File: config.mk
export PLATFORM = sky130hd
export DESIGN_NAME = wsbi_bus_ctrl
export DESIGN_NICKNAME = d
export VERILOG_FILES = /design/src/logic/wsbi_pkg.sv /design/src/logic/wsbi_rsp_buf.sv /design/src/logic/wsbi_bus_ctrl.sv
export VERILOG_INCLUDE_DIRS = /design/src /design/src/logic
export SDC_FILE = /design/constraint.sdc
export NUM_CORES = 1
export LEC_CHECK = 0
export BUFFER_PORTS_ARGS = -buffer_cell sky130_fd_sc_hd__clkbuf_2
export CAP_MARGIN = 20
export CORE_ASPECT_RATIO = 1.25
export CORE_MARGIN = 4
export CORE_UTILIZATION = 45
export CTS_CLUSTER_DIAMETER = 80
export DETAILED_ROUTE_END_ITERATION = 16
export PLACE_DENSITY = 0.64
export RECOVER_POWER = 25
export SYNTH_ARGS = -nofsm -noshare
export SYNTH_HDL_FRONTEND = slang
export SYNTH_SLANG_ARGS = --single-unit
File: constraint.sdc
create_clock -name clk -period 5.07 [get_ports clk]
set_input_delay 0.2535 -clock clk [delete_from_list [all_inputs] [get_ports clk]]
set_output_delay 0.2535 -clock clk [all_outputs]
set_load 0.01 [all_outputs]
File: src/logic/wsbi_defines.svh
`ifndef WSBI_DEFINES_SVH
`define WSBI_DEFINES_SVH

// ----------------------------------------------------------------
// Bus cycle timing, in CPU clock periods
// ----------------------------------------------------------------
`define WSBI_ADDR_LAST    4'h1
`define WSBI_STROBE_STD   4'h3
`define WSBI_STROBE_LONG  4'hF
`define WSBI_CYCLE_STD    5'h06
`define WSBI_CYCLE_EXTRA  5'h0C

// ----------------------------------------------------------------
// Reset values
// ----------------------------------------------------------------
`define WSBI_HBR_RESET    8'h00
`define WSBI_BYTE_ZERO    8'h00

`endif

File: src/logic/wsbi_pkg.sv
package wsbi_pkg;

    // Bus cycle sequencer states
    typedef enum logic [1:0] {
        ST_IDLE,
        ST_ADDR,
        ST_STROBE,
        ST_FINISH
    } wsbi_state_type;

    // Addressing form of the external data move
    typedef enum logic {
        MODE_REG_INDIRECT_8,
        MODE_POINTER_16
    } wsbi_mode_type;

endpackage : wsbi_pkg

File: src/logic/wsbi_rsp_buf.sv
`timescale 1ns/1ps

module wsbi_rsp_buf #(
    parameter int WIDTH = 16
) (
    // Clock and reset
    input  wire logic             clk,
    input  wire logic             nrst,
    // Filling side
    input  wire logic             in_valid,
    output logic                  in_ready,
    input  wire logic [WIDTH-1:0] in_data,
    // Draining side
    output logic                  out_valid,
    input  wire logic             out_ready,
    output logic [WIDTH-1:0]      out_data
);

    logic [WIDTH-1:0] head_r;
    logic [WIDTH-1:0] tail_r;
    logic             head_vld_r;
    logic             tail_vld_r;
    logic [WIDTH-1:0] head_nxt;
    logic [WIDTH-1:0] tail_nxt;
    logic             head_vld_nxt;
    logic             tail_vld_nxt;
    logic             pop;
    logic             push;

    // ------------------------------------------------------------
    // Two-entry skid: head feeds the output, tail catches overflow
    // ------------------------------------------------------------
    assign pop  = head_vld_r & out_ready;
    assign push = in_valid & ~tail_vld_r;

    // Next contents
    always_comb
    begin
        head_nxt     = head_r;
        tail_nxt     = tail_r;
        head_vld_nxt = head_vld_r & ~pop;
        tail_vld_nxt = tail_vld_r;
        if (pop && tail_vld_r)
        begin
            head_nxt     = tail_r;
            head_vld_nxt = 1'b1;
            tail_vld_nxt = 1'b0;
        end
        if (push)
        begin
            if (!head_vld_nxt)
            begin
                head_nxt     = in_data;
                head_vld_nxt = 1'b1;
            end
            else
            begin
                tail_nxt     = in_data;
                tail_vld_nxt = 1'b1;
            end
        end
    end

    // Storage
    always_ff @(posedge clk or negedge nrst)
    begin
        if (!nrst)
        begin
            head_r     <= '0;
            tail_r     <= '0;
            head_vld_r <= 1'b0;
            tail_vld_r <= 1'b0;
        end
        else
        begin
            head_r     <= head_nxt;
            tail_r     <= tail_nxt;
            head_vld_r <= head_vld_nxt;
            tail_vld_r <= tail_vld_nxt;
        end
    end

    assign in_ready  = ~tail_vld_r;
    assign out_valid = head_vld_r;
    assign out_data  = head_r;
endmodule : wsbi_rsp_buf

File: src/logic/wsbi_bus_ctrl.sv
// Function
// With the wide bus enabled every external data move, read or write, is a 16-bit transfer.
// In wide mode the low port carries the low address byte, then the low data byte.
// In wide mode the high port carries the high address byte, then the high data byte.
// A wide write drives the low byte from the accumulator and the high byte from the holder.
// A wide read returns the low byte to the accumulator and loads the high byte into the holder.
// Each wide bus cycle lasts six CPU clock periods; the code takes 18 when the cycle-stretch bit is set.
// The cycle-stretch bit widens the read and write strobes from 3 to 15 clock periods.
// A register-indirect 8-bit move drives the special function byte on the high port.
// A 16-bit pointer move with page access enabled drives the special function byte on high.
// Address latch enable marks a valid address on the low address/data lines.
// An active-low read strobe is output for external data reads.
// An active-low write strobe is output for external data writes.
// The storage device uses the read strobe as its I/O read and the write strobe as I/O write.
// The holder supplies the high byte of a write when preloaded and keeps the byte read back.
// Address and latch pulse come before the strobe, then address is released for data.
`timescale 1ns/1ps
`include "wsbi_defines.svh"

module wsbi_bus_ctrl (
    // Clock and reset
    input  wire logic                  clk,
    input  wire logic                  nrst,
    // Mode controls
    input  wire logic                  wide_bus_enable,
    input  wire logic                  cycle_stretch_bit,
    input  wire logic                  page_access_enable,
    // External data move request
    input  wire logic                  req_valid,
    output logic                       req_ready,
    input  wire logic                  req_write,
    input  wire wsbi_pkg::wsbi_mode_type req_mode,
    input  wire logic [15:0]           req_addr,
    input  wire logic [7:0]            accumulator,
    input  wire logic [7:0]            sfr_byte,
    // High-byte holding register
    input  wire logic                  hbr_load,
    input  wire logic [7:0]            hbr_wdata,
    output logic [7:0]                 high_byte_holding_register,
    // Read answers
    output logic                       rsp_valid,
    input  wire logic                  rsp_ready,
    output logic [15:0]                rsp_data,
    // Low multiplexed port
    input  wire logic [7:0]            low_address_data_lines_in,
    output logic [7:0]                 low_address_data_lines_out,
    output logic                       low_address_data_lines_oe,
    // High multiplexed port
    input  wire logic [7:0]            high_address_data_lines_in,
    output logic [7:0]                 high_address_data_lines_out,
    output logic                       high_address_data_lines_oe,
    // Strobes
    output logic                       ale,
    output logic                       rd_n,
    output logic                       wr_n
);

    import wsbi_pkg::*;

    wsbi_state_type state_r;
    wsbi_state_type state_nxt;
    logic [3:0]     cnt_r;
    logic [3:0]     cnt_nxt;
    logic           accept;
    logic           wr_r;
    logic           wide_r;
    logic           stretch_r;
    wsbi_mode_type  mode_r;
    logic           page_r;
    logic [7:0]     addr_lo_r;
    logic [7:0]     addr_hi_r;
    logic [15:0]    wdata_r;
    logic [15:0]    capt_r;
    logic [7:0]     hbr_r;
    logic [7:0]     p0_s1_r;
    logic [7:0]     p0_s2_r;
    logic [7:0]     p2_s1_r;
    logic [7:0]     p2_s2_r;
    logic           buf_in_ready;
    logic           buf_push;
    logic           req_ready_r;
    logic           ale_r;
    logic           rd_n_r;
    logic           wr_n_r;
    logic [7:0]     p0_out_r;
    logic [7:0]     p2_out_r;
    logic           p0_oe_r;
    logic           p2_oe_r;
    logic           ale_nxt;
    logic           rd_n_nxt;
    logic           wr_n_nxt;
    logic [7:0]     p0_out_nxt;
    logic [7:0]     p2_out_nxt;
    logic           p0_oe_nxt;
    logic           p2_oe_nxt;
    logic           s_wr;
    logic           s_wide;
    logic [7:0]     s_lo;
    logic [7:0]     s_hi;
    logic [15:0]    s_wdata;
    logic [3:0]     stb_len_r;
    logic [4:0]     cyc_cnt_r;

    // ------------------------------------------------------------
    // Helper functions
    // ------------------------------------------------------------
    // Last strobe count index for the selected width
    function automatic logic [3:0] strobe_last(input logic stretch);
        strobe_last = (stretch ? `WSBI_STROBE_LONG : `WSBI_STROBE_STD) - 4'h1;
    endfunction : strobe_last

    // High address byte source
    function automatic logic [7:0] high_addr(input wsbi_mode_type mode, input logic page,
                                             input logic [7:0] sfr, input logic [7:0] ptr_hi);
        high_addr = (mode == MODE_REG_INDIRECT_8 || page) ? sfr : ptr_hi;
    endfunction : high_addr

    // ------------------------------------------------------------
    // Pin input synchronisers
    // ------------------------------------------------------------
    always_ff @(posedge clk or negedge nrst)
    begin
        if (!nrst)
        begin
            p0_s1_r <= `WSBI_BYTE_ZERO;
            p0_s2_r <= `WSBI_BYTE_ZERO;
            p2_s1_r <= `WSBI_BYTE_ZERO;
            p2_s2_r <= `WSBI_BYTE_ZERO;
        end
        else
        begin
            p0_s1_r <= low_address_data_lines_in;
            p0_s2_r <= p0_s1_r;
            p2_s1_r <= high_address_data_lines_in;
            p2_s2_r <= p2_s1_r;
        end
    end

    // ------------------------------------------------------------
    // Cycle sequencer
    // ------------------------------------------------------------
    assign accept   = req_valid & req_ready_r;
    assign buf_push = (state_r == ST_FINISH) & ~wr_r & buf_in_ready;

    // Next state and phase counter
    always_comb
    begin
        state_nxt = state_r;
        cnt_nxt   = cnt_r + 4'h1;
        case (state_r)
            ST_IDLE:
            begin
                cnt_nxt = 4'h0;
                if (accept)
                    state_nxt = ST_ADDR;
            end
            ST_ADDR:
            begin
                if (cnt_r == `WSBI_ADDR_LAST)
                begin
                    state_nxt = ST_STROBE;
                    cnt_nxt   = 4'h0;
                end
            end
            ST_STROBE:
            begin
                if (cnt_r == strobe_last(stretch_r))
                begin
                    state_nxt = ST_FINISH;
                    cnt_nxt   = 4'h0;
                end
            end
            ST_FINISH:
            begin
                cnt_nxt = 4'h0;
                if (wr_r || buf_in_ready)
                    state_nxt = ST_IDLE;
            end
            default:
            begin
                state_nxt = ST_IDLE;
                cnt_nxt   = 4'h0;
            end
        endcase
    end

    // State registers
    always_ff @(posedge clk or negedge nrst)
    begin
        if (!nrst)
        begin
            state_r <= ST_IDLE;
            cnt_r   <= 4'h0;
        end
        else
        begin
            state_r <= state_nxt;
            cnt_r   <= cnt_nxt;
        end
    end

    // Request capture at acceptance
    always_ff @(posedge clk or negedge nrst)
    begin
        if (!nrst)
        begin
            wr_r      <= 1'b0;
            wide_r    <= 1'b0;
            stretch_r <= 1'b0;
            mode_r    <= MODE_REG_INDIRECT_8;
            page_r    <= 1'b0;
            addr_lo_r <= `WSBI_BYTE_ZERO;
            addr_hi_r <= `WSBI_BYTE_ZERO;
            wdata_r   <= 16'h0000;
        end
        else if (accept)
        begin
            wr_r      <= req_write;
            wide_r    <= wide_bus_enable;
            stretch_r <= cycle_stretch_bit;
            mode_r    <= req_mode;
            page_r    <= page_access_enable;
            addr_lo_r <= s_lo;
            addr_hi_r <= s_hi;
            wdata_r   <= s_wdata;
        end
    end

    // Ready only while idle
    always_ff @(posedge clk or negedge nrst)
    begin
        if (!nrst)
            req_ready_r <= 1'b0;
        else
            req_ready_r <= (state_nxt == ST_IDLE);
    end

    // ------------------------------------------------------------
    // Pin drive
    // ------------------------------------------------------------
    assign s_wr      = accept ? req_write : wr_r;
    assign s_wide    = accept ? wide_bus_enable : wide_r;
    assign s_lo      = accept ? req_addr[7:0] : addr_lo_r;
    assign s_hi      = accept ? high_addr(req_mode, page_access_enable, sfr_byte,
                                          req_addr[15:8]) : addr_hi_r;
    assign s_wdata   = accept ? {hbr_r, accumulator} : wdata_r;

    // Next pin levels follow the next state
    always_comb
    begin
        ale_nxt    = 1'b0;
        rd_n_nxt   = 1'b1;
        wr_n_nxt   = 1'b1;
        p0_out_nxt = s_lo;
        p2_out_nxt = s_hi;
        p0_oe_nxt  = 1'b0;
        p2_oe_nxt  = 1'b0;
        case (state_nxt)
            ST_ADDR:
            begin
                ale_nxt   = (cnt_nxt == 4'h0);
                p0_oe_nxt = 1'b1;
                p2_oe_nxt = 1'b1;
            end
            ST_STROBE, ST_FINISH:
            begin
                rd_n_nxt  = ~((state_nxt == ST_STROBE) & ~s_wr);
                wr_n_nxt  = ~((state_nxt == ST_STROBE) & s_wr);
                p2_oe_nxt = s_wr | ~s_wide;
                p0_oe_nxt = s_wr;
                if (s_wr)
                begin
                    p0_out_nxt = s_wdata[7:0];
                    if (s_wide)
                        p2_out_nxt = s_wdata[15:8];
                end
            end
            default:
            begin
                ale_nxt = 1'b0;
            end
        endcase
    end

    // Pin registers
    always_ff @(posedge clk or negedge nrst)
    begin
        if (!nrst)
        begin
            ale_r    <= 1'b0;
            rd_n_r   <= 1'b1;
            wr_n_r   <= 1'b1;
            p0_out_r <= `WSBI_BYTE_ZERO;
            p2_out_r <= `WSBI_BYTE_ZERO;
            p0_oe_r  <= 1'b0;
            p2_oe_r  <= 1'b0;
        end
        else
        begin
            ale_r    <= ale_nxt;
            rd_n_r   <= rd_n_nxt;
            wr_n_r   <= wr_n_nxt;
            p0_out_r <= p0_out_nxt;
            p2_out_r <= p2_out_nxt;
            p0_oe_r  <= p0_oe_nxt;
            p2_oe_r  <= p2_oe_nxt;
        end
    end

    // ------------------------------------------------------------
    // Read data and holding register
    // ------------------------------------------------------------
    // Sample at the end of the read strobe
    always_ff @(posedge clk or negedge nrst)
    begin
        if (!nrst)
            capt_r <= 16'h0000;
        else if (state_r == ST_STROBE && state_nxt == ST_FINISH && !wr_r)
            capt_r <= {(wide_r ? p2_s2_r : `WSBI_BYTE_ZERO), p0_s2_r};
    end

    // Capture from a wide read wins over a software load
    always_ff @(posedge clk or negedge nrst)
    begin
        if (!nrst)
            hbr_r <= `WSBI_HBR_RESET;
        else if (state_r == ST_STROBE && state_nxt == ST_FINISH && !wr_r && wide_r)
            hbr_r <= p2_s2_r;
        else if (hbr_load)
            hbr_r <= hbr_wdata;
    end

    // Answer buffer, stalls the finish phase when full
    wsbi_rsp_buf #(
        .WIDTH (16)
    ) u_rsp_buf (
        .clk       (clk),
        .nrst      (nrst),
        .in_valid  (buf_push),
        .in_ready  (buf_in_ready),
        .in_data   (capt_r),
        .out_valid (rsp_valid),
        .out_ready (rsp_ready),
        .out_data  (rsp_data)
    );

    assign req_ready                   = req_ready_r;
    assign ale                         = ale_r;
    assign rd_n                        = rd_n_r;
    assign wr_n                        = wr_n_r;
    assign low_address_data_lines_out  = p0_out_r;
    assign low_address_data_lines_oe   = p0_oe_r;
    assign high_address_data_lines_out = p2_out_r;
    assign high_address_data_lines_oe  = p2_oe_r;
    assign high_byte_holding_register  = hbr_r;

    // ------------------------------------------------------------
    // Checks
    // ------------------------------------------------------------
    // Strobe low length and bus cycle length counters
    always_ff @(posedge clk or negedge nrst)
    begin
        if (!nrst)
        begin
            stb_len_r <= 4'h0;
            cyc_cnt_r <= 5'h00;
        end
        else
        begin
            stb_len_r <= (rd_n_r & wr_n_r) ? 4'h0 : stb_len_r + 4'h1;
            cyc_cnt_r <= (state_r == ST_IDLE) ? 5'h00 : cyc_cnt_r + 5'h01;
        end
    end
endmodule : wsbi_bus_ctrl

==> results of run 1 <==
## synthesized netlist by cell type (all sizes together) (2+ instances only)
library cell	instances	area (µm²)
dfstp	2	52.6
dfrtp	151	3780
mux2i	34	344
inv	8	30.0
nand3	4	20.0
a22o	4	35.0
nor2b	5	31.3
nand2	38	143
clkbuf	6	22.5
nor2	16	60.1
and3	2	12.5
o21ai	33	165
a21oi	14	73.8
buf	8	45.0
mux2	65	732
## worst paths after layout
kind                                                             to  cells after the start
max                                            p2_s1_r[7]$_DFF_PN0_                      3
min                                  u_rsp_buf.tail_vld_r$_DFF_PN0_                      2
max reg2reg                high_address_data_lines_out[2]$_DFF_PN0_                      5
min reg2reg                                    p0_s2_r[1]$_DFF_PN0_                      0
max in group clk           high_address_data_lines_out[2]$_DFF_PN0_                      5
min in group asynchronous                      p0_s2_r[1]$_DFF_PN0_                      2
## registers in the layout, indices dropped and copies added (netlist names), 16 cells and up
register            count
u_rsp_buf.tail_r       16
capt_r                 16
wdata_r                16
u_rsp_buf.out_data     16
## routing by layer
metal / track usage / vias to the layer above / wire, µm
met2: 0.268 / 94 / 5560
met3: 0.0475 / 14 / 587
met1: 0.210 / 1749 / 4840
li1: - / 1698 / -
met4: 0.0611 / 0 / 154
met5: 0 / - / 0
## kinds of logic (layout without fill, tap and decap cells)
family | after synthesis | in the layout | synth area share
flip-flops | 153 | 153 | 0.674
multiplexers | 99 | 99 | 0.189
AND/OR/NAND/NOR | 71 | 71 | 0.0539
AO/OA/AOI/OAI | 60 | 60 | 0.0629
buffers and inverters | 22 | 174 | 0.0172
XOR/XNOR | 2 | 2 | 0.00308
## timing repair
action,CTS,global route
hold endpoints to repair,106,0
setup buffers,0,0
hold buffers,17,0
endpoints found under the setup margin,0,0
## cell type report
| type | count | area, µm² |
|---|---|---|
| clock buffers | 22 | 464 |
| repair buffers | 134 | 766 |
| fillers | 1066 | 5090 |
| clock inverters | 10 | 119 |
| inverters | 8 | 30.0 |
| multi-input cells | 232 | 1760 |
| flip-flops and latches | 153 | 3830 |
| well taps | 164 | 205 |
## per-stage QoR
step	cell area [µm²]	power, mW	util	hold WS, ns	setup WS [ns]
6_report	7180	3.66	0.585	0.0756	2.26
5_1_grt	7180	3.86	0.585	0.0770	1.72
4_1_cts	7190	3.70	0.586	0.0588	2.99
3_5_place_dp	6430	2.45	0.524	0.335	3.00
3_3_place_gp	6430	2.41	0.524	0.334	3.04
2_1_floorplan	5690	2.15	-	-0.0421	3.29
## worst max-delay path, stage by stage
cell                            delay [ns]
sky130_fd_sc_hd__dlygate4sd3_1        0.53
sky130_fd_sc_hd__clkbuf_2             1.59
sky130_fd_sc_hd__buf_4                0.83
## power breakdown
group	internal [mW]	total [mW]	switching [mW]
logic	0.368	0.777	0.409
clock network	0.751	1.23	0.476
registers	1.51	1.65	0.138
total	2.63	3.66	1.02
==> flow_summary.rst, run 1 <==
.. list-table::
   :header-rows: 1

   * - Metric
     - Value
   * - Run status
     - complete, but fails checks
   * - Violated checks
     - capacitance limit, slew limit
   * - Worst setup slack for register-to-register paths
     - 3.01 ns
   * - Worst clock skew on the final layout
     - 0.00759 ns
   * - Final antenna diode count
     - 0
   * - Number of antenna violations at the first check in global routing
     - 0
   * - Total number of yosys warnings
     - 0
   * - Final Max Tran Viols
     - 94
   * - First-pass GRT wire length
     - 18.6 mm
   * - Main synth FF type
     - sky130_fd_sc_hd__dfrtp_1
   * - Clock buffer depth
     - 2
   * - Critical path capture point type
     - async pin
   * - Clock transition at the registers of the reported paths
     - 0.06 ns
   * - Fraction of final layout cells sized beyond drive strength 1
     - 0.383
   * - Total CTS buffers
     - 17
   * - Slew at the pin closest to its max-slew limit
     - 2.23 ns
   * - Post_cts resized
     - 0
   * - Die Area
     - 0.0145 mm²
   * - Boundary Pins
     - 113
   * - Worst setup path startpoint
     - nrst
   * - Number of register bits inferred by synthesis
     - 153
   * - Synthesis-to-layout area growth
     - 26.2%
   * - Final estimated routing congestion in global placement
     - 0.787
   * - Critical Path AT
     - 3.26 ns
   * - Count of clock tree sinks
     - 153
   * - Placed insts
     - 674
   * - Leakage power
     - 3.55 nW
   * - Residual antenna-violating net count after detailed routing
     - 0
   * - Post-route fraction of the period consumed by the critical path
     - 0.555
   * - Die Ht
     - 134 µm
   * - Vias in the first global route
     - 3751
   * - Clock tree from TritonCTS
     - done
   * - Net count after synthesis
     - 473
   * - Worst-path maximum fanout
     - 93
   * - Summed instance area of the synthesized netlist
     - 0.00569 mm²
   * - Area of the placeable core
     - 0.0123 mm²
   * - First DRT Iteration DRCs
     - 126
   * - Pin count of the biggest net entering global routing
     - 94
   * - Nets
     - 612
   * - Core Rows
     - 45
   * - Buffers added on ports
     - 112
   * - Initial Util
     - 0.463
   * - Number of synthesized flops with an enable pin
     - 0
   * - Worst path required time
     - 5.52 ns
   * - Path class of the lowest-slack min-delay path
     - primary input to flip-flop
   * - Sequential-to-total area share from yosys stat
     - 0.674
   * - Via-per-instance ratio
     - 4.92
   * - Fraction of registers with async set/reset
     - 1.00
   * - Count of endpoints failing setup in the final report
     - 0
   * - Largest vdd supply drop
     - 0.264 mV
   * - Instance count of the mapped netlist
     - 407
   * - Beginning of the worst register-to-register path
     - req_ready$_DFF_PN0_
   * - Post-route DRC violation count
     - 0
   * - Commonest non-fill, non-tap cell in the layout
     - sky130_fd_sc_hd__dfrtp_1
   * - Setup TNS Final
     - 0 ns
   * - Startpoint kind of the worst setup timing path
     - primary input
   * - Worst min-delay path startpoint
     - rsp_ready
   * - Detailed placer's ending HPWL
     - 7.68 mm
   * - Global route overflow
     - 0
   * - DR vias
     - 3555
   * - Clock latency at the later pin of the worst-skew pair
     - 0.41 ns
   * - Netlist cell types
     - 38
   * - Avg Synthesized Cell Area
     - 14.0 µm²
   * - Final non-filler cell total
     - 723
   * - Final hold vios
     - 0
   * - Total wirelength of the detailed-routed design
     - 11.1 mm
   * - Tmin final
     - 2.81 ns
   * - Critical path start-end classification
     - primary input to async pin
   * - H-tree level count
     - 4
   * - Max_slew headroom
     - -0.488
   * - RSZ-0062 raised after global routing
     - no
   * - Root Buffer Master
     - sky130_fd_sc_hd__clkbuf_16
   * - Max Freq
     - 356 MHz
   * - Average wire per standard cell
     - 15.4 µm
   * - # Max-Cap Violations
     - 1
   * - Die W
     - 109 µm
   * - Highest-count cells in the layout ignoring fill and taps
     - sky130_fd_sc_hd__dfrtp_1, sky130_fd_sc_hd__clkbuf_2, sky130_fd_sc_hd__mux2_2, sky130_fd_sc_hd__nand2_1, sky130_fd_sc_hd__mux2i_1
   * - Gr usage total
     - 0.165
   * - Number of detailed-routing iterations run before antenna repair
     - 4
   * - Pwr dens
     - 509 mW/mm²
(Power assumes the default switching activity.)
==> inputs of run 2 (changes only) <==
ABC_AREA = 1   (was not set)
clock period = 2.6 ns   (was 5.07 ns; I/O delays follow)
==> run 2 against run 1 <==
  * Largest cell class unchanged
  * Clock power is 130% higher
  * Combinational power rose to 2.7 times the previous value
  * Sequential power increased by 110%
  * Synthesized area grew 4.7%
  * Hold slack lost 0.044 ns
  * Power increased by 130%
  * Die area is 4.4% higher
  * The run still ends with capacitance limit, slew limit left
  * Global-route usage increased by 1.9 points
  * Design area rose by 6.2%
  * Routed wire length rose by 17%
  * Critical endpoint is now u_rsp_buf.out_data[0]$_DFF_PN0_
  * Sequential share of layout area is 3.1 points lower
  * Synthesized cell count up 55%
==> flow_summary.rst, run 2 <==
.. list-table::
   :header-rows: 1

   * - Metric
     - Value
   * - Run status
     - complete, but fails checks
   * - Violated checks
     - capacitance limit, slew limit
   * - Global route hottest layer
     - met2
   * - Clock transition at the registers of the reported paths
     - 0.06 ns
   * - Total CTS buffers
     - 17
   * - Crit-path slowest cell
     - sky130_fd_sc_hd__nor2_2
   * - Global route overflow
     - 0
   * - Slew at the pin closest to its max-slew limit
     - 1.72 ns
   * - Post-Place Cell Area
     - 0.00670 mm²
   * - Gr usage total
     - 0.184
   * - Critical Path AT
     - 2.25 ns
   * - Number of register bits inferred by synthesis
     - 153
   * - Count of clock tree sinks
     - 153
   * - Clock tree from TritonCTS
     - done
   * - M2 GR Usage
     - 0.298
   * - Highest-count cells in the layout ignoring fill and taps
     - sky130_fd_sc_hd__nand2_1, sky130_fd_sc_hd__dfrtp_1, sky130_fd_sc_hd__clkbuf_2, sky130_fd_sc_hd__inv_1, sky130_fd_sc_hd__o21ai_0
   * - Combined buffer and inverter count along the critical path
     - 1
   * - Netlist cell types
     - 26
   * - Final Max Tran Viols
     - 69
   * - Initial Util
     - 0.464
   * - Fraction of final layout cells sized beyond drive strength 1
     - 0.209
   * - Cells along the critical path
     - nand2_1 > nor3_2 > inv_1 > nor2_2 > a21oi_1
   * - Die Area
     - 0.0152 mm²
   * - # Max-Cap Violations
     - 1
   * - Clock latency at the later pin of the worst-skew pair
     - 0.42 ns
   * - Worst setup margin
     - 0.619 ns
   * - Sequential-to-total area share from yosys stat
     - 0.643
   * - Summed instance area of the synthesized netlist
     - 0.00596 mm²
   * - Pin count of the biggest net entering global routing
     - 70
   * - Top cells by area in the synthesized netlist
     - sky130_fd_sc_hd__dfrtp_1, sky130_fd_sc_hd__nand2_1, sky130_fd_sc_hd__o21ai_0
   * - Met3 Use GR
     - 0.0473
   * - DR vias
     - 4524
   * - Buffers added on ports
     - 112
   * - Number of post-CTS setup repair buffers
     - 0
   * - Most frequent cell after synthesis
     - sky130_fd_sc_hd__nand2_1
   * - Final hold vios
     - 0
   * - Via-per-instance ratio
     - 4.75
   * - Total power draw
     - 8.30 mW
   * - Avg Synthesized Cell Area
     - 9.47 µm²
   * - Core Rows
     - 46
   * - Final estimated routing congestion in global placement
     - 0.856
   * - Largest vdd supply drop
     - 0.543 mV
   * - Tmin final
     - 1.98 ns
   * - Max_slew headroom
     - -0.144
   * - Pre-CTS setup slack
     - 0.654 ns
   * - Path class of the lowest-slack min-delay path
     - primary input to flip-flop
   * - Area of the placeable core
     - 0.0128 mm²
   * - Fill cells
     - 1076
   * - Total number of yosys warnings
     - 0
   * - Number of synthesized flops with an enable pin
     - 0
   * - Main synth FF type
     - sky130_fd_sc_hd__dfrtp_1
   * - Met1 track utilization from global routing
     - 0.239
   * - First DRT Iteration DRCs
     - 277
   * - Pwr dens
     - 1090 mW/mm²
   * - Leakage power
     - 3.92 nW
   * - Average wire per standard cell
     - 13.7 µm
   * - Post-route fraction of the period consumed by the critical path
     - 0.762
   * - Number of detailed-routing iterations run before antenna repair
     - 6
   * - Final antenna diode count
     - 0
   * - Detailed placer's ending HPWL
     - 8.96 mm
   * - RSZ-0062 raised after global routing
     - no
   * - Setup TNS Final
     - 0 ns
   * - Die Ht
     - 137 µm
   * - Max Freq
     - 505 MHz
   * - Top delay family on crit path
     - simple AND/OR/NAND/NOR gates
   * - Critical path capture point type
     - flip-flop
   * - Instance count of the mapped netlist
     - 629
   * - Worst setup path startpoint
     - state_r[0]$_DFF_PN0_
   * - Cell type with the highest aggregate area in the netlist
     - sky130_fd_sc_hd__dfrtp_1
   * - Number of antenna violations at the first check in global routing
     - 0
   * - Startpoint kind of the worst setup timing path
     - flip-flop
   * - Worst-path maximum fanout
     - 18
   * - Worst min-delay path startpoint
     - accumulator[6]
   * - Post-route DRC violation count
     - 0
   * - Vias in the first global route
     - 4539
   * - Top-area cell type share of the netlist area
     - 0.634
   * - Cell area after layout
     - 0.00763 mm²
   * - Worst clock skew on the final layout
     - 0.00595 ns
   * - Worst path required time
     - 2.87 ns
   * - Net count after synthesis
     - 695
   * - Synthesis-to-layout area growth
     - 28.0%
   * - Delay contributed by the slowest stage of the critical path
     - 0.65 ns
   * - Count of endpoints failing setup in the final report
     - 0
   * - Clock buffer depth
     - 2
   * - Core Util, Final
     - 0.594
   * - Nets
     - 837
   * - Boundary Pins
     - 113
   * - Most common library cells after synthesis
     - sky130_fd_sc_hd__nand2_1, sky130_fd_sc_hd__dfrtp_1, sky130_fd_sc_hd__inv_1
   * - H-tree level count
     - 4
   * - Residual antenna-violating net count after detailed routing
     - 0
   * - Fraction of registers with async set/reset
     - 1.00
   * - Beginning of the worst register-to-register path
     - state_r[0]$_DFF_PN0_
   * - First-pass GRT wire length
     - 22.0 mm
   * - Root Buffer Master
     - sky130_fd_sc_hd__clkbuf_16
   * - Critical path start-end classification
     - flip-flop to flip-flop
   * - Commonest non-fill, non-tap cell in the layout
     - sky130_fd_sc_hd__nand2_1
   * - Die W
     - 111 µm
   * - Total wirelength of the detailed-routed design
     - 13.1 mm
run 2: cell count changes in the layout (fill, tap and decap cells not counted), sizes merged, moves of 5 or more:
cell         delta
nand2         +126
inv            +79
mux2           -65
o21ai          +53
mux2i          -34
a21oi          +27
nand3          +17
dlygate4sd3     +9
and2            +8
or2             +8
o21a            +7
clkinvlp        -6
nor2b           -5
run 2: stage by stage:
step / cells / hold WS (ns)
after floorplan: 629 / -0.166
after global placement: 894 / 0.176
after CTS: 952 / 0.00805
after detailed placement: 894 / 0.181
after global routing: 952 / 0.0359
final: 952 / 0.0314
run 2: cells by family (layout without fill, tap and decap cells):
group                  count (synthesis)  in the layout  share of synthesized area
XOR/XNOR                               1              1                    0.00147
AO/OA/AOI/OAI                        136            136                      0.118
AND/OR/NAND/NOR                      226            226                      0.164
buffers and inverters                113            268                     0.0737
flip-flops                           153            153                      0.643
run 2: routing by layer:
layer  wire length, µm  share of wire  vias to the layer above
li1                  -              -                     2253
met1              5830           0.45                     2119
met2              6330           0.48                      129
met3               648          0.050                       23
met4               267          0.020                        0
met5                 0              0                        -
run 2: tightest hold or removal path, stage by stage:
cell	delay (ns)
sky130_fd_sc_hd__clkbuf_2	0.08
sky130_fd_sc_hd__nand2_1	0.04
sky130_fd_sc_hd__and2_1	0.12
sky130_fd_sc_hd__inv_1	0.04
run 2: layout make-up:
cell class	instances	area [µm²]	area share
sequential	153	3830	0.502
multi-input combinational	363	1690	0.221
timing repair buffer	146	890	0.117
clock inverter	8	190	0.0249
clock buffer	24	482	0.0632
inverter	90	338	0.0443
tap	168	210	0.0276
run 2: path summary, 6_finish.rpt:
kind                       slack [ns]                         endpoint  cells past startpoint
setup / recovery                 0.62  u_rsp_buf.out_data[0]$_DFF_PN0_                      5
hold / removal                   0.03           wdata_r[6]$_DFFE_PN0P_                      4
setup reg to reg                 0.62  u_rsp_buf.out_data[0]$_DFF_PN0_                      5
hold reg to reg                  0.35             p0_s2_r[4]$_DFF_PN0_                      0
max in group asynchronous        0.72         addr_hi_r[1]$_DFFE_PN0P_                      3
min in group asynchronous        0.71             p0_s2_r[4]$_DFF_PN0_                      2
run 2: timing repair:
item | in CTS | in global routing
hold buffers | 26 | 0
hold endpoints to repair | 90 | 0
endpoints found under the setup margin | 0 | 0
gates resized for setup | 0 | 0
run 2: power breakdown:
group | internal [mW] | switching, mW | total (mW)
registers | 3.10 | 0.326 | 3.43
logic | 0.776 | 1.31 | 2.09
clock network | 1.87 | 0.900 | 2.77
total | 5.76 | 2.54 | 8.30
==> inputs of run 3 (changes only) <==
PLACE_DENSITY = 0.67   (was 0.64)
clock period = 1.8 ns   (was 2.6 ns; I/O delays follow)
==> run 3 against run 2 <==
  * The flow now finishes without violations
  * Global-route usage is 0.064 points higher
  * First-iteration DRC count up 1.1%
  * Power is 43% higher
  * Register-to-register slack worse by 0.41 ns
  * Hold slack lost 0.010 ns
  * Critical path type unchanged
  * Critical endpoint is now high_byte_holding_register[1]$_DFFE_PN0P_
  * Largest power group unchanged
  * Highest routed layer unchanged
==> flow_summary.rst, run 3 (synthesis results as in run 2) <==
.. list-table::
   :header-rows: 1

   * - Metric
     - Value
   * - Initial Util
     - 0.464
   * - Total power draw
     - 11.9 mW
   * - Hold Crit Endpoint
     - addr_hi_r[5]$_DFFE_PN0P_
   * - FF-to-FF path depth
     - 10
   * - Top layer in use
     - met4
   * - Path class of the lowest-slack min-delay path
     - primary input to flip-flop
   * - Clock latency at the later pin of the worst-skew pair
     - 0.42 ns
   * - Slew at the pin closest to its max-slew limit
     - 0.602 ns
   * - Boundary Pins
     - 113
   * - Count of clock tree sinks
     - 153
   * - Cell area after layout
     - 0.00774 mm²
   * - Worst setup slack for register-to-register paths
     - 0.21 ns
   * - Post-Place Cell Area
     - 0.00677 mm²
   * - Vias in the first global route
     - 4694
   * - Count of endpoints failing setup in the final report
     - 0
   * - Average wire per standard cell
     - 13.3 µm
   * - Fraction of final layout cells sized beyond drive strength 1
     - 0.220
   * - First-pass GRT wire length
     - 22.3 mm
   * - Worst clock skew on the final layout
     - 0.00602 ns
   * - Clock transition at the registers of the reported paths
     - 0.06 ns
   * - Synthesis-to-layout area growth
     - 30.0%
   * - Crit Reg-Reg Endpoint
     - high_byte_holding_register[1]$_DFFE_PN0P_
   * - Number of detailed-routing iterations run before antenna repair
     - 4
   * - Leakage power
     - 3.98 nW
   * - Final Max Tran Viols
     - 0
   * - RSZ-0062 raised after global routing
     - no
   * - Most prevalent standard cell on the critical path
     - sky130_fd_sc_hd__nand2_1
   * - Critical path start-end classification
     - flip-flop to flip-flop
   * - Die Area
     - 0.0152 mm²
   * - Max_slew headroom
     - 0.599
   * - Final antenna diode count
     - 0
   * - Met2 routed WL
     - 6.36 mm
   * - Total CTS buffers
     - 17
   * - Number of post-CTS setup repair buffers
     - 0
   * - Detailed route wirelength on metal3
     - 782 µm
   * - Die Ht
     - 137 µm
   * - Startpoint kind of the worst setup timing path
     - flip-flop
   * - Die W
     - 111 µm
   * - Final estimated routing congestion in global placement
     - 0.867
   * - Global route overflow
     - 0
   * - Combined buffer and inverter count along the critical path
     - 2
   * - Worst min-delay path startpoint
     - req_addr[13]
   * - Final non-filler cell total
     - 965
   * - H-tree level count
     - 4
   * - Number of antenna violations at the first check in global routing
     - 0
   * - Via-per-instance ratio
     - 4.70
   * - Area of the placeable core
     - 0.0128 mm²
   * - Residual antenna-violating net count after detailed routing
     - 0
   * - Top delay family on crit path
     - simple AND/OR/NAND/NOR gates
   * - Gr usage total
     - 0.185
   * - Buffers added on ports
     - 112
   * - Root Buffer Master
     - sky130_fd_sc_hd__clkbuf_16
   * - Setup TNS Final
     - 0 ns
   * - Pin count of the biggest net entering global routing
     - 56
   * - Tmin final
     - 1.59 ns
   * - Final hold vios
     - 0
   * - DR vias
     - 4531
   * - Clock buffer depth
     - 2
   * - Worst-path maximum fanout
     - 32
   * - Post-route DRC violation count
     - 0
   * - Highest-count cells in the layout ignoring fill and taps
     - sky130_fd_sc_hd__nand2_1, sky130_fd_sc_hd__dfrtp_1, sky130_fd_sc_hd__clkbuf_2, sky130_fd_sc_hd__inv_1, sky130_fd_sc_hd__o21ai_0
   * - Pwr dens
     - 1530 mW/mm²
   * - Wire length on met1
     - 5.47 mm
   * - Max Freq
     - 629 MHz
   * - Delay contributed by the slowest stage of the critical path
     - 0.42 ns
   * - Core Util, Final
     - 0.603
   * - Worst hold path stage count
     - 4
   * - Post-route fraction of the period consumed by the critical path
     - 0.883
   * - Cells along the critical path
     - nor2_1 > nand2_1 > nor2_1 > nand3_1 > nor2_2 > buf_12 > nand3_1 > nand2_1 > nand2_1 > inv_1
   * - Largest vdd supply drop
     - 0.787 mV
   * - Commonest non-fill, non-tap cell in the layout
     - sky130_fd_sc_hd__nand2_1
   * - Core Rows
     - 46
   * - Critical path capture point type
     - flip-flop
   * - Critical Path AT
     - 1.95 ns
   * - Run status
     - completed
   * - Fill cells
     - 1064
   * - Worst path required time
     - 2.16 ns
   * - First DRT Iteration DRCs
     - 280
   * - # Max-Cap Violations
     - 0
   * - Detailed placer's ending HPWL
     - 9.04 mm
   * - Placed insts
     - 899
   * - Beginning of the worst register-to-register path
     - cnt_r[0]$_DFF_PN0_
   * - Clock tree from TritonCTS
     - done
   * - Crit-path slowest cell
     - sky130_fd_sc_hd__dfrtp_1
   * - Total wirelength of the detailed-routed design
     - 12.9 mm
   * - Nets
     - 850
==> run 3: per-layer routing <==
metal	vias to the layer above	GRT usage
met5	-	0
met4	0	0.0760
met3	18	0.0610
met2	113	0.305
met1	2109	0.226
li1	2291	-
==> run 3: per-stage QoR <==
stage	hold WS, ns	setup WS (ns)
floorplan	-0.206	0.333
global placement	0.0775	0.305
detailed placement	0.0905	0.215
CTS	0.00881	0.203
global route	0.0276	0.0685
finish	0.0210	0.211
==> run 3: cell type report <==
type                    instances  area [µm²]  share of cell area
multi-input cells             363        1690               0.218
repair buffers                159        1030               0.133
clock buffers                  25         515              0.0666
well taps                     168         210              0.0271
inverters                      90         338              0.0436
flip-flops and latches        153        3830               0.495
clock inverters                 7         135              0.0174
==> run 3: worst max-delay path by stage <==
stage / start / end / slack (ns) / depth (start not counted)
2_1_floorplan: req_ready$_DFF_PN0_ / high_address_data_lines_out[5]$_DFF_PN0_ / 0.33 / 8
3_3_place_gp: state_r[0]$_DFF_PN0_ / u_rsp_buf.out_data[14]$_DFF_PN0_ / 0.30 / 7
3_5_place_dp: cnt_r[0]$_DFF_PN0_ / high_byte_holding_register[7]$_DFFE_PN0P_ / 0.21 / 10
4_1_cts: cnt_r[0]$_DFF_PN0_ / high_byte_holding_register[1]$_DFFE_PN0P_ / 0.20 / 10
5_1_grt: u_rsp_buf.out_valid$_DFF_PN0_ / u_rsp_buf.tail_r[4]$_DFFE_PN0P_ / 0.07 / 7
6_report: cnt_r[0]$_DFF_PN0_ / high_byte_holding_register[1]$_DFFE_PN0P_ / 0.21 / 10
==> run 3: report_power, final <==
group | leakage (nW) | internal [mW] | switching (mW)
Clock | 0.323 | 2.54 | 1.30
Combinational | 1.77 | 1.19 | 1.94
Sequential | 1.89 | 4.48 | 0.439
Total | 3.98 | 8.21 | 3.68
==> run 3: tightest hold or removal path: cells and delay by family <==
family                 cells  cell delay [ns]
AO/OA/AOI/OAI              2             0.20
buffers and inverters      2             0.13
==> run 3: timing repair <==
action,in CTS,in global routing
gates resized for setup,0,1
hold buffers,34,0
hold endpoints to repair,88,0
endpoints found under the setup margin,0,1
